$ cat src/logic/quad_counter_pkg.sv
// constants and types shared by the quadrature counter channel
package quad_counter_pkg;
  localparam int CLK_MHZ = 40;
  localparam int DEBOUNCE_NS = 2400;
  // pulses of the debounce time or less are rejected, so one cycle more is needed
  localparam int DEBOUNCE_CYCLES = (DEBOUNCE_NS * CLK_MHZ) / 1000;
  localparam int DEB_W = 8;
  localparam logic [DEB_W-1:0] DEB_ACCEPT = DEB_W'(DEBOUNCE_CYCLES + 1);

  localparam logic [1:0] OFS_LIVE_COUNT = 2'h0;
  localparam logic [1:0] OFS_INITIAL_COUNT = 2'h1;
  localparam logic [1:0] OFS_RELOAD_COUNT = 2'h2;
  localparam logic [1:0] OFS_CHANNEL_SETUP = 2'h3;

  localparam logic [15:0] SETUP_RESET = 16'h0000;
  localparam logic [31:0] CONST_RESET = 32'h0000_0000;
  localparam logic [15:0] SETUP_WMASK = 16'hefff;

  localparam int MODE_LSB = 0;
  localparam int POL_BIT = 3;
  localparam int RATE_LSB = 4;
  localparam int B_EN_BIT = 6;
  localparam int IDX_LSB = 7;
  localparam int COND_LSB = 10;
  localparam int DEB_EN_BIT = 13;
  localparam int SIZE32_BIT = 14;
  localparam int IRQ_EN_BIT = 15;

  localparam logic [2:0] MODE_QUAD = 3'h1;

  typedef enum logic [1:0] {
    RATE_OFF = 2'b00,
    RATE_X1 = 2'b01,
    RATE_X2 = 2'b10,
    RATE_X4 = 2'b11
  } rate_e;

  typedef enum logic [1:0] {
    COND_NONE = 2'b00,
    COND_EQ_A = 2'b01,
    COND_IDX_RELOAD = 2'b10,
    COND_IDX_ONLY = 2'b11
  } cond_e;

  typedef struct packed {
    logic rd;
    logic wr;
    logic [1:0] sel;
    logic [3:0] be;
    logic [31:0] wdata;
  } host_req_s;

  typedef struct packed {
    logic rvalid;
    logic [31:0] rdata;
  } host_rsp_s;
endpackage

$ cat src/logic/quadrature_counter_channel.sv
// quadrature position counter channel with its four host registers
//
// Operation
// - a readback read returns the live counter value; register is read-only
// - constant A is write-only, 16/32-bit writes; 32-bit channel needs one full write
// - constant B is read/write and taken whole in one clock as the size demands
// - reset clears the setup register; 8, 16 and 32-bit accesses allowed
// - setup bit 14 selects 32-bit counting, configured via the lower channel
// - system or software reset clears both constant registers
// - mode field 001 runs the channel as a quadrature position counter
// - count up when A leads B, down when B leads A
// - single rate: up on A rising while A leads, down on A falling otherwise
// - double rate: one step on every edge of A
// - quadruple rate: one step on every edge of A and of B
// - bits 5:4 select A use: off, single, double, quadruple rate
// - phase B is used only while bit 6 is set
// - counting starts only after a software trigger
// - under the index-with-reload condition, index high in the selected phase reloads the counter with constant B
// - interrupt on index (with or without reload) or on count equal to constant A, picked by bits 11:10
// - interrupt only with bit 15 set and the board interrupt enable set
// - interrupt stays pending until cleared by status write or bit 15 cleared
// - bit 3 sets output active level: 0 low, 1 high
// - index phase codes 001..100 select a phase; others disable reload
// - condition codes: none, equal A, index with reload, index without reload
// - output active while count equals A, or while index condition holds
// - bit 13 rejects input pulses of 2.4 us or less
`timescale 1ns/1ps
`default_nettype none

module quadrature_counter_channel
  import quad_counter_pkg::*;
#(
  parameter int CNT_W = 32
) (
  input wire logic clk_sys,
  input wire logic nrst,
  input wire logic clk_en,
  input wire logic sw_reset,
  input wire host_req_s host_req,
  output host_rsp_s host_rsp,
  input wire logic trigger,
  input wire logic irq_clear,
  input wire logic board_irq_en,
  input wire logic phase_a_input,
  input wire logic phase_b_input,
  input wire logic index_input,
  output logic out_level,
  output logic out_oe_n,
  output logic irq_pending
);

  // byte-enable merge used by every writable register
  function automatic logic [31:0] merge_be(input logic [31:0] old, input logic [31:0] nw,
                                           input logic [3:0] be);
    logic [31:0] r;
    r = old;
    for (int i = 0; i < 4; i++) begin
      if (be[i]) begin
        r[i*8 +: 8] = nw[i*8 +: 8];
      end
    end
    return r;
  endfunction

  // narrow to the selected counter size
  function automatic logic [CNT_W-1:0] size_fit(input logic [CNT_W-1:0] v, input logic wide);
    return wide ? v : {{(CNT_W-16){1'b0}}, v[15:0]};
  endfunction

  // ---------------- input conditioning
  logic [2:0] raw_in;
  logic [2:0] sync1_reg, sync2_reg, sync3_reg;
  logic [2:0] agreed_reg, agreed_next;
  logic [2:0] clean_reg, clean_next;
  logic [DEB_W-1:0] deb_cnt_reg [3];
  logic [DEB_W-1:0] deb_cnt_next [3];

  // ---------------- registers and counter
  logic [15:0] setup_reg, setup_next;
  logic [31:0] const_a_reg, const_a_next;
  logic [31:0] const_b_reg, const_b_next;
  logic [CNT_W-1:0] count_reg, count_next;
  logic running_reg, running_next;
  logic [1:0] prev_ab_reg, prev_ab_next;
  logic hit_reg, hit_next;
  logic eq_reg, eq_next;
  logic pend_reg, pend_next;
  logic out_level_reg, out_level_next;
  logic out_oe_n_reg, out_oe_n_next;
  host_rsp_s rsp_reg, rsp_next;

  assign raw_in = {index_input, phase_b_input, phase_a_input};

  always_comb begin
    agreed_next = agreed_reg;
    clean_next = clean_reg;
    for (int i = 0; i < 3; i++) begin
      deb_cnt_next[i] = deb_cnt_reg[i];
      if (sync2_reg[i] == sync3_reg[i]) begin
        agreed_next[i] = sync3_reg[i];
      end
      if (!setup_reg[DEB_EN_BIT]) begin
        clean_next[i] = agreed_reg[i];
        deb_cnt_next[i] = '0;
      end else if (agreed_reg[i] == clean_reg[i]) begin
        deb_cnt_next[i] = '0;
      end else if (deb_cnt_reg[i] >= DEB_ACCEPT - 1'b1) begin
        // level held past the reject window, so accept it
        clean_next[i] = agreed_reg[i];
        deb_cnt_next[i] = '0;
      end else begin
        deb_cnt_next[i] = deb_cnt_reg[i] + 1'b1;
      end
    end
  end

  always_ff @(posedge clk_sys) begin
    if (!nrst) begin
      sync1_reg <= 3'h0;
      sync2_reg <= 3'h0;
      sync3_reg <= 3'h0;
      agreed_reg <= 3'h0;
      clean_reg <= 3'h0;
      for (int i = 0; i < 3; i++) begin
        deb_cnt_reg[i] <= '0;
      end
    end else if (clk_en) begin
      sync1_reg <= raw_in;
      sync2_reg <= sync1_reg;
      sync3_reg <= sync2_reg;
      agreed_reg <= agreed_next;
      clean_reg <= clean_next;
      for (int i = 0; i < 3; i++) begin
        deb_cnt_reg[i] <= deb_cnt_next[i];
      end
    end
  end

  // ---------------- decode of setup fields
  logic quad_mode, wide, b_en, idx_phase_ok, idx_match, cnt_eq_a;
  logic a_edge, b_edge, up_a, up_b, step, step_up, idx_rise, eq_rise;
  logic [1:0] ab;
  logic [2:0] idx_sel;
  rate_e rate;
  cond_e cond;
  logic full_word, low_half, const_wr_ok;
  logic [31:0] setup_merged;

  always_comb begin
    quad_mode = setup_reg[MODE_LSB +: 3] == MODE_QUAD;
    wide = setup_reg[SIZE32_BIT];
    b_en = setup_reg[B_EN_BIT];
    rate = rate_e'(setup_reg[RATE_LSB +: 2]);
    cond = cond_e'(setup_reg[COND_LSB +: 2]);
    idx_sel = setup_reg[IDX_LSB +: 3];
    // disabled B reads as a steady low
    ab = {clean_reg[1] & b_en, clean_reg[0]};
    a_edge = ab[0] != prev_ab_reg[0];
    b_edge = (ab[1] != prev_ab_reg[1]) && b_en;
    up_a = ab[0] != ab[1];
    up_b = ab[1] == ab[0];
    step = 1'b0;
    step_up = 1'b0;
    unique case (rate)
      RATE_OFF: begin
        step = 1'b0;
      end
      RATE_X1: begin
        // rising A while A leads, falling A while B leads
        step = a_edge && (ab[0] == up_a);
        step_up = up_a;
      end
      RATE_X2: begin
        step = a_edge;
        step_up = up_a;
      end
      RATE_X4: begin
        step = a_edge || b_edge;
        step_up = a_edge ? up_a : up_b;
      end
    endcase
    idx_phase_ok = 1'b1;
    idx_match = 1'b0;
    unique case (idx_sel)
      3'h1: idx_match = !ab[0] && ab[1];
      3'h2: idx_match = ab[0] && !ab[1];
      3'h3: idx_match = ab[0] && ab[1];
      3'h4: idx_match = !ab[0] && !ab[1];
      default: idx_phase_ok = 1'b0;
    endcase
    // relies on index covering part of the phase for the match to appear
    hit_next = quad_mode && running_reg && idx_phase_ok && idx_match && clean_reg[2];
    idx_rise = hit_next && !hit_reg;
    cnt_eq_a = size_fit(count_reg, wide) == size_fit(CNT_W'(const_a_reg), wide);
    eq_next = quad_mode && running_reg && cnt_eq_a;
    eq_rise = eq_next && !eq_reg;
  end

  // ---------------- host access qualification
  always_comb begin
    full_word = host_req.be == 4'hf;
    low_half = host_req.be == 4'h3;
    // a 32-bit channel takes its constants only from a full-word write
    const_wr_ok = full_word || (low_half && !setup_reg[SIZE32_BIT]);
  end

  // ---------------- register file, counter, interrupt and output
  always_comb begin
    setup_next = setup_reg;
    const_a_next = const_a_reg;
    const_b_next = const_b_reg;
    count_next = count_reg;
    running_next = running_reg;
    prev_ab_next = ab;
    pend_next = pend_reg;
    rsp_next.rvalid = host_req.rd;
    rsp_next.rdata = rsp_reg.rdata;
    // setup lives in the low half, so only the low two lanes matter
    setup_merged = merge_be({16'h0000, setup_reg}, host_req.wdata, {2'b00, host_req.be[1:0]});

    if (host_req.wr) begin
      unique case (host_req.sel)
        OFS_LIVE_COUNT: begin
          setup_next = setup_reg;
        end
        OFS_INITIAL_COUNT: begin
          if (const_wr_ok) begin
            const_a_next = merge_be(const_a_reg, host_req.wdata, host_req.be);
          end
        end
        OFS_RELOAD_COUNT: begin
          if (const_wr_ok) begin
            const_b_next = merge_be(const_b_reg, host_req.wdata, host_req.be);
          end
        end
        OFS_CHANNEL_SETUP: begin
          setup_next = setup_merged[15:0] & SETUP_WMASK;
        end
      endcase
    end

    if (host_req.rd) begin
      unique case (host_req.sel)
        OFS_LIVE_COUNT: rsp_next.rdata = 32'(size_fit(count_reg, wide));
        OFS_INITIAL_COUNT: rsp_next.rdata = 32'h0000_0000;
        OFS_RELOAD_COUNT: rsp_next.rdata = const_b_reg;
        OFS_CHANNEL_SETUP: rsp_next.rdata = {16'h0000, setup_reg};
      endcase
    end

    if (!quad_mode) begin
      running_next = 1'b0;
    end else if (trigger) begin
      // start from the initial value on the software trigger
      running_next = 1'b1;
      count_next = size_fit(CNT_W'(const_a_reg), wide);
    end else if (running_reg) begin
      if (idx_rise && cond == COND_IDX_RELOAD) begin
        count_next = size_fit(CNT_W'(const_b_reg), wide);
      end else if (step) begin
        count_next = size_fit(step_up ? count_reg + 1'b1 : count_reg - 1'b1, wide);
      end
    end

    // set wins over clear in the same cycle
    if (irq_clear || !setup_reg[IRQ_EN_BIT]) begin
      pend_next = 1'b0;
    end
    if (setup_reg[IRQ_EN_BIT] && board_irq_en) begin
      if ((cond == COND_EQ_A && eq_rise) || (cond[1] && idx_rise)) begin
        pend_next = 1'b1;
      end
    end

    out_oe_n_next = !((cond == COND_EQ_A && eq_next) || (cond[1] && hit_next));
    out_level_next = out_oe_n_next ? 1'b1 : setup_reg[POL_BIT];
  end

  always_ff @(posedge clk_sys) begin
    if (!nrst) begin
      setup_reg <= SETUP_RESET;
      const_a_reg <= CONST_RESET;
      const_b_reg <= CONST_RESET;
      count_reg <= '0;
      running_reg <= 1'b0;
      prev_ab_reg <= 2'b00;
      hit_reg <= 1'b0;
      eq_reg <= 1'b0;
      pend_reg <= 1'b0;
      out_level_reg <= 1'b1;
      out_oe_n_reg <= 1'b1;
      rsp_reg <= '0;
    end else if (clk_en) begin
      if (sw_reset) begin
        setup_reg <= SETUP_RESET;
        const_a_reg <= CONST_RESET;
        const_b_reg <= CONST_RESET;
        count_reg <= '0;
        running_reg <= 1'b0;
        pend_reg <= 1'b0;
      end else begin
        setup_reg <= setup_next;
        const_a_reg <= const_a_next;
        const_b_reg <= const_b_next;
        count_reg <= count_next;
        running_reg <= running_next;
        pend_reg <= pend_next;
      end
      prev_ab_reg <= prev_ab_next;
      hit_reg <= hit_next;
      eq_reg <= eq_next;
      out_level_reg <= out_level_next;
      out_oe_n_reg <= out_oe_n_next;
      rsp_reg <= rsp_next;
    end
  end

  assign host_rsp = rsp_reg;
  assign out_level = out_level_reg;
  assign out_oe_n = out_oe_n_reg;
  assign irq_pending = pend_reg;

endmodule

`default_nettype wire

$ cat config.mk
export PLATFORM = sky130hd
export DESIGN_NAME = quadrature_counter_channel
export DESIGN_NICKNAME = d
export VERILOG_FILES = /design/src/logic/quad_counter_pkg.sv /design/src/logic/quadrature_counter_channel.sv
export SDC_FILE = /design/constraint.sdc
export NUM_CORES = 1
export LEC_CHECK = 0
export BUFFER_PORTS_ARGS = -buffer_cell sky130_fd_sc_hd__buf_2
export CAP_MARGIN = 10
export CORE_ASPECT_RATIO = 1.1
export CORE_MARGIN = 2
export CORE_UTILIZATION = 30
export CTS_CLUSTER_DIAMETER = 40
export DETAILED_ROUTE_END_ITERATION = 16
export PLACE_DENSITY = 0.46
export RECOVER_POWER = 25
export SLEW_MARGIN = 10
export SYNTH_ARGS = -nofsm -noshare
export SYNTH_HDL_FRONTEND = slang
export SYNTH_SLANG_ARGS = --single-unit
$ cat constraint.sdc
create_clock -name clk_sys -period 7.1 [get_ports clk_sys]
set_input_delay 0.355 -clock clk_sys [delete_from_list [all_inputs] [get_ports clk_sys]]
set_output_delay 0.355 -clock clk_sys [all_outputs]
set_load 0.005 [all_outputs]
* Word level (Yosys, flattened, before mapping)
Memory sizes are Yosys's and may differ from the RTL's.
Index checks and enable logic that the tools add are counted.
Widths: inputs -> output; s select.
** Cells by class
- Add/sub/neg operators :: 5
- Magnitude comparators :: 3
- Eq/ne operators :: 34
- Muxes and demuxes :: 65
- Bitwise logic cells :: 4
- Reductions and logical operators :: 68
** Operators with widths (count)
- $mux 32 :: 18
- $mux 8 :: 17
- $pmux 32 s4 :: 1
- $mux 16 :: 3
- $reduce_and 5->1 :: 8
- $add 32x1->32 const B :: 1
- $eq 32x32->1 :: 1
- $sub 32x1->32 const B :: 1
- $add 8x1->8 const B :: 3
- $ge 8x7->1 const B :: 3
- $mux 1 :: 23
- $logic_and 1x1->1 :: 20
- $reduce_bool 2->1 :: 10
- $reduce_and 3->1 :: 4
- $reduce_and 4->1 :: 3
- $eq 2x2->1 const B :: 5
- $reduce_and 2->1 :: 5
- $eq 1x1->1 :: 8
- $pmux 1 s4 :: 2
- $logic_not 1->1 :: 7
- $eq 2x1->1 const B :: 3
- $eq 3x1->1 const B :: 2
- $eq 3x2->1 const B :: 2
- $ne 2x1->1 const B :: 3
- 15 further kinds :: 26
** Word-level totals
- Register bits :: 168
- Bits in writable memories :: 24
- Bits of input ports :: 50
- Output and inout bits :: 36
- Logic and storage cells :: 210
- Memories :: 1
** Memories
- deb_cnt_reg :: words 3, bits a word 8, read ports 3, clocked after memory_dff 0, wr ports 3, line quadrature_counter_channel.sv:75 : logic [DEB_W-1:0] deb_cnt_reg [3];

* Depth between registers and ports, before layout
- Depth after elaboration :: 13
- Depth in mapped cells :: 15
- Gate-level depth less buffers :: 14

* Worst setup path before layout
No wires, ideal clock.
- Path kind :: register to register
- Start point :: reg setup_reg[4]
- End point :: reg count_reg[31]
- Library setup time :: 0.060 ns
- Arrival :: 3.930 ns
- Data required time :: 7.040 ns
- Setup slack :: 3.110 ns
- Stages on the path, launching flop included :: 15
- Path buffers :: 0
- Period minus slack after synthesis :: 3.990 ns
- Cells stage by stage :: dfxtp_1 inv_1 ha_1 a221oi_1 or3_1 ha_1 a21o_1 a21oi_2 a2bb2oi_2 o21ai_2 o311ai_2 a211oi_1 or4_4 a21o_1 nand3_2
** On the way
- Word-level cells in the longest chain between the ends :: 11
- Elaborated cells on any way between the ends :: 17
- Those cells by class :: 3 x eq/ne; 10 x mux; 4 x reduce/logical
** Ends and longest elaborated chain
- start: declaration :: line quadrature_counter_channel.sv:79 : logic [15:0] setup_reg, setup_next;
- start signal: assignment :: line quadrature_counter_channel.sv:302 : setup_reg <= setup_next;
- $eq 2x2->1 / $eq 2x1->1 (equally long branches) :: line quadrature_counter_channel.sv:164 : unique case (rate)
- $reduce_or 2->1 (no source line)
- $pmux 1 s2 :: line quadrature_counter_channel.sv:164
- $mux 32 :: line quadrature_counter_channel.sv:261 : count_next = size_fit(step_up ? count_reg + 1'b1 : count_reg - 1'b1, wide);
- $mux 32 :: line quadrature_counter_channel.sv:67 : return wide ? v : {{(CNT_W-16){1'b0}}, v[15:0]};
- $mux 32 :: line quadrature_counter_channel.sv:260 : end else if (step) begin
- $mux 32 :: line quadrature_counter_channel.sv:258 : if (idx_rise && cond == COND_IDX_RELOAD) begin
- $mux 32 :: line quadrature_counter_channel.sv:257 : end else if (running_reg) begin
- $mux 32 :: line quadrature_counter_channel.sv:253 : end else if (trigger) begin
- $mux 32 :: line quadrature_counter_channel.sv:251 : if (!quad_mode) begin
- $mux 32 :: line quadrature_counter_channel.sv:294 : if (sw_reset) begin
- end signal: assignment :: line quadrature_counter_channel.sv:305 : count_reg <= count_next;
- end: declaration :: line quadrature_counter_channel.sv:82 : logic [CNT_W-1:0] count_reg, count_next;
Several ways; a longest one is shown, not always the timed one. The select of a mux whose other input is x is not followed.
A chain may end at the register's enable or synchronous reset.

* Worst setup path after layout
Same ends and word-level chain as after synthesis.

==> results.md <==
| Parameter | Reported |
| --- | --- |
| Via Count | 9055 |
| Htree depth | 4 |
| Final period util | 56.80% |
| Final-layout fill cell count | 3865 |
| Final weighted congestion of routability-driven global placement | 0.8841 |
| Placed Cells incl. Taps | 1749 |
| Number of buffers added by the clock tree synthesis step | 17 |
| Initial antenna violation count | 0 |
| Largest clock skew in the final design | 0.01355 ns |
| Worst Tran Pin Value | 1.859 ns |
| Layout overhead on the synthesized area | 12.16% |
| Number of violations reported at the end of detailed-routing iteration 0 | 575 |
| Fraction of synthesis flops using an asynchronous set or reset pin | 0% |
| Setup TNS | 0 ns |
| Data required, critical path | 7.50 ns |
| Pre-CTS setup slack | 3.138 ns |
| Total chip power | 2.350 mW |
| Non-filler cells, final | 1781 |
| Share of the core filled with cells | 34.21% |
| Count of nets after finishing | 1379 |
| Hold slack | 0.1528 ns |
| Port-buffer cells | 85 |
| Global routing met1 resource utilization | 25.99% |
| HP Class | input pin to register |
| Critical Path Sink Type | register |
| Worst-case hold path end point | sync1_reg[1] |
| Pwr/cell area | 189.9 nW/um^2 |
| Slew Limit Fails | 33 |
| X dimension of the die | 186.8 microns |
| Gate count of the mapped netlist | 1236 |
| Setup Buffers After CTS | 0 |
| Setup repair after global routing missed its margin | no |
| Post-CTS Hold Buffers | 0 |
| Clock tree from TritonCTS | yes |
| Reg-to-reg critical path startpoint | setup_reg[4] |
| Via count normalized by instance count | 5.084 |
| Source of the worst hold timing path | phase_b_input |
| First drt pass iteration count | 7 |
| # clock sinks | 191 |
| Area of the core region | 36170 sq um |
| Number of cell instances on the worst register-to-register path | 15 |
| Final Hold Vio Count | 0 |
| Area of the multi-input gates | 6566 sq um |
| Number of enable flip-flop cells after synthesis | 24 |
| Routed wire length per instance | 19.29 microns |
| Portion of the post-synthesis area used by sequential elements | 36.84% |
| Longest Clk Path Bufs | 2 |
| Final routed DRC violation total | 0 |
| Number of cells traversed by the worst hold path | 3 |
| Min Tclk post-route | 4.033 ns |
| Seq cells post-synth | 191 |
| Global routing usage on met3 | 2.090% |
| Max Freq | 248.0 MHz |
| Clock Pin Slew Worst Setup and Hold Paths | 0.08 ns |
| Die Area | 38320 sq um |
| Largest net degree at the start of global routing | 79 |
| Run status | complete, but fails checks |
| Initial cell density of the core | 30.50% |
| Synthesized area per cell | 8.925 sq um |
| Post-Synthesis Cell Area | 11030 sq um |
| Cell chosen for the clock root | sky130_fd_sc_hd__clkbuf_16 |
| Violations in the final reports | capacitance limit, slew limit |
| Minimum setup slack among reg-to-reg paths | 3.07 ns |
| Quantity of gates resized following cts | 0 |
| Setup CP Type | register to register |
| Most common cell after layout, fill and taps aside | sky130_fd_sc_hd__dfxtp_1 |
| Sequential cell area | 4064 sq um |
| Layer carrying the most global-route usage | met2 |
| Final-report setup violation count | 0 |
| Critical R2R Capture | count_reg[31] |
| Number of nets with antenna violations after detailed routing | 0 |
| Worst-case setup margin in the final layout | 3.067 ns |
| Hpwl dp | 24410 microns |
| Placed standard-cell area | 11840 sq um |
| Routing usage on met2 | 28.13% |
| Count of boundary I/O pins | 86 |
| Site Rows | 73 |
| Top fanout value on the critical path | 39 |
| Leakage Power | 5.159 nW |
| Source-to-sink clock delay at the later pin of the worst-skew pair | 0.46 ns |
| Synth Warn # | 0 |
| Main flop type after synthesis | sky130_fd_sc_hd__dfxtp_1 |
| Startpoint type of the worst setup path | register |
| Layout cells sized above 1 | 10.90% |
| Arrival @ worst endpoint | 4.43 ns |
| Total global-route track usage | 18.21% |
| Post-route standard cell area excluding fillers | 12370 sq um |
| Most frequent cells in the layout | 167 x sky130_fd_sc_hd__dfxtp_1, 132 x sky130_fd_sc_hd__nor2b_1, 108 x sky130_fd_sc_hd__nand2_1 |
| Worst relative slew slack | -23.94% |
| Worst ir drop on vdd | 0.1612 mV |
| Final wirelength | 34360 microns |
| Distinct cells, synth | 76 |
| Wire length of the first global-routing pass | 53550 microns |
| Via count of the first global-routing pass | 8739 |
| Flip-flop count of the largest register, all copies and words added | 33 |
| Max-cap check violation count | 1 |
| Die boundary height | 205.1 microns |
| Global route overflow | 0 |
| ANT cells | 0 |
worst max-delay path: stages, from the launching register on:
cell and delay (ns):
sky130_fd_sc_hd__dfxtp_1 0.40, sky130_fd_sc_hd__inv_1 0.08, sky130_fd_sc_hd__ha_1 0.32, sky130_fd_sc_hd__a221oi_1 0.29
sky130_fd_sc_hd__or3_1 0.16, sky130_fd_sc_hd__buf_4 0.42, sky130_fd_sc_hd__ha_1 0.39, sky130_fd_sc_hd__a21oi_1 0.25
sky130_fd_sc_hd__o211ai_1 0.22, sky130_fd_sc_hd__nand2_2 0.14, sky130_fd_sc_hd__o21ai_2 0.10, sky130_fd_sc_hd__o311ai_2 0.28
sky130_fd_sc_hd__a211oi_1 0.15, sky130_fd_sc_hd__or4_4 0.50, sky130_fd_sc_hd__a21o_1 0.20, sky130_fd_sc_hd__nand3_2 0.06
cell families after synthesis:
kind of cell             count (synthesis)  synth area share (%)
adder cells (fa/ha/maj)                 48                 5.512
AO/OA/AOI/OAI                          259                 16.24
buffers and inverters                   98                 3.754
multiplexers                           109                 10.07
other                                    1               0.03399
XOR/XNOR                                72                 5.716
AND/OR/NAND/NOR                        458                 21.83
flip-flops                             191                 36.84
metal layers:
| metal | vias to the layer above | part of all wire [%] |
|---|---|---|
| li1 | 4466 | - |
| met1 | 4390 | 50 |
| met2 | 162 | 44 |
| met3 | 37 | 3.2 |
| met4 | 0 | 2.5 |
| met5 | - | 0 |
worst max path at each step:
stage | startpoint | endpoint | slack, ns | cells after the start
3_3_place_gp | setup_reg[4] | count_reg[31] | 3.19 | 15
6_report | setup_reg[4] | count_reg[31] | 3.07 | 15
2_1_floorplan | setup_reg[4] | count_reg[31] | 3.11 | 14
3_5_place_dp | setup_reg[4] | count_reg[31] | 3.14 | 15
4_1_cts | setup_reg[4] | count_reg[31] | 3.10 | 15
5_1_grt | setup_reg[4] | count_reg[31] | 2.75 | 15
synth_stat cells, types with 16 or more instances:
master / n / area share (%)
sky130_fd_sc_hd__dfxtp_1: 167 / 30
sky130_fd_sc_hd__ha_1: 47 / 5.3
sky130_fd_sc_hd__and3_1: 16 / 0.91
sky130_fd_sc_hd__clkbuf_1: 55 / 1.9
sky130_fd_sc_hd__nor3b_1: 36 / 2.4
sky130_fd_sc_hd__o21ai_1: 19 / 0.86
sky130_fd_sc_hd__o21ai_0: 43 / 2.0
sky130_fd_sc_hd__inv_1: 27 / 0.92
sky130_fd_sc_hd__nor2b_1: 133 / 7.5
sky130_fd_sc_hd__nor2_1: 82 / 2.8
sky130_fd_sc_hd__xnor2_1: 40 / 3.2
sky130_fd_sc_hd__nand2_1: 109 / 3.7
sky130_fd_sc_hd__nand3_1: 29 / 1.3
sky130_fd_sc_hd__edfxtp_1: 24 / 6.5
sky130_fd_sc_hd__a21oi_1: 56 / 2.5
sky130_fd_sc_hd__xor2_1: 32 / 2.5
sky130_fd_sc_hd__mux2i_1: 93 / 8.4
sky130_fd_sc_hd__a221oi_1: 32 / 2.5
layout make-up:
class,instances,share of cell area [%]
Tap cell,487,4.925
Timing Repair Buffer,95,3.782
Sequential cell,191,32.84
Clock inverter,14,1.092
Inverter,27,0.8191
Clock buffer,18,3.469
Multi-Input combinational cell,949,53.07
report_power, final:
part | internal, mW | total (mW) | switching, mW | leakage, nW
Combinational | 0.0944 | 0.236 | 0.141 | 3.27
Sequential | 1.12 | 1.15 | 0.0271 | 1.62
Clock | 0.489 | 0.962 | 0.472 | 0.268
(Power assumes the default switching activity.)
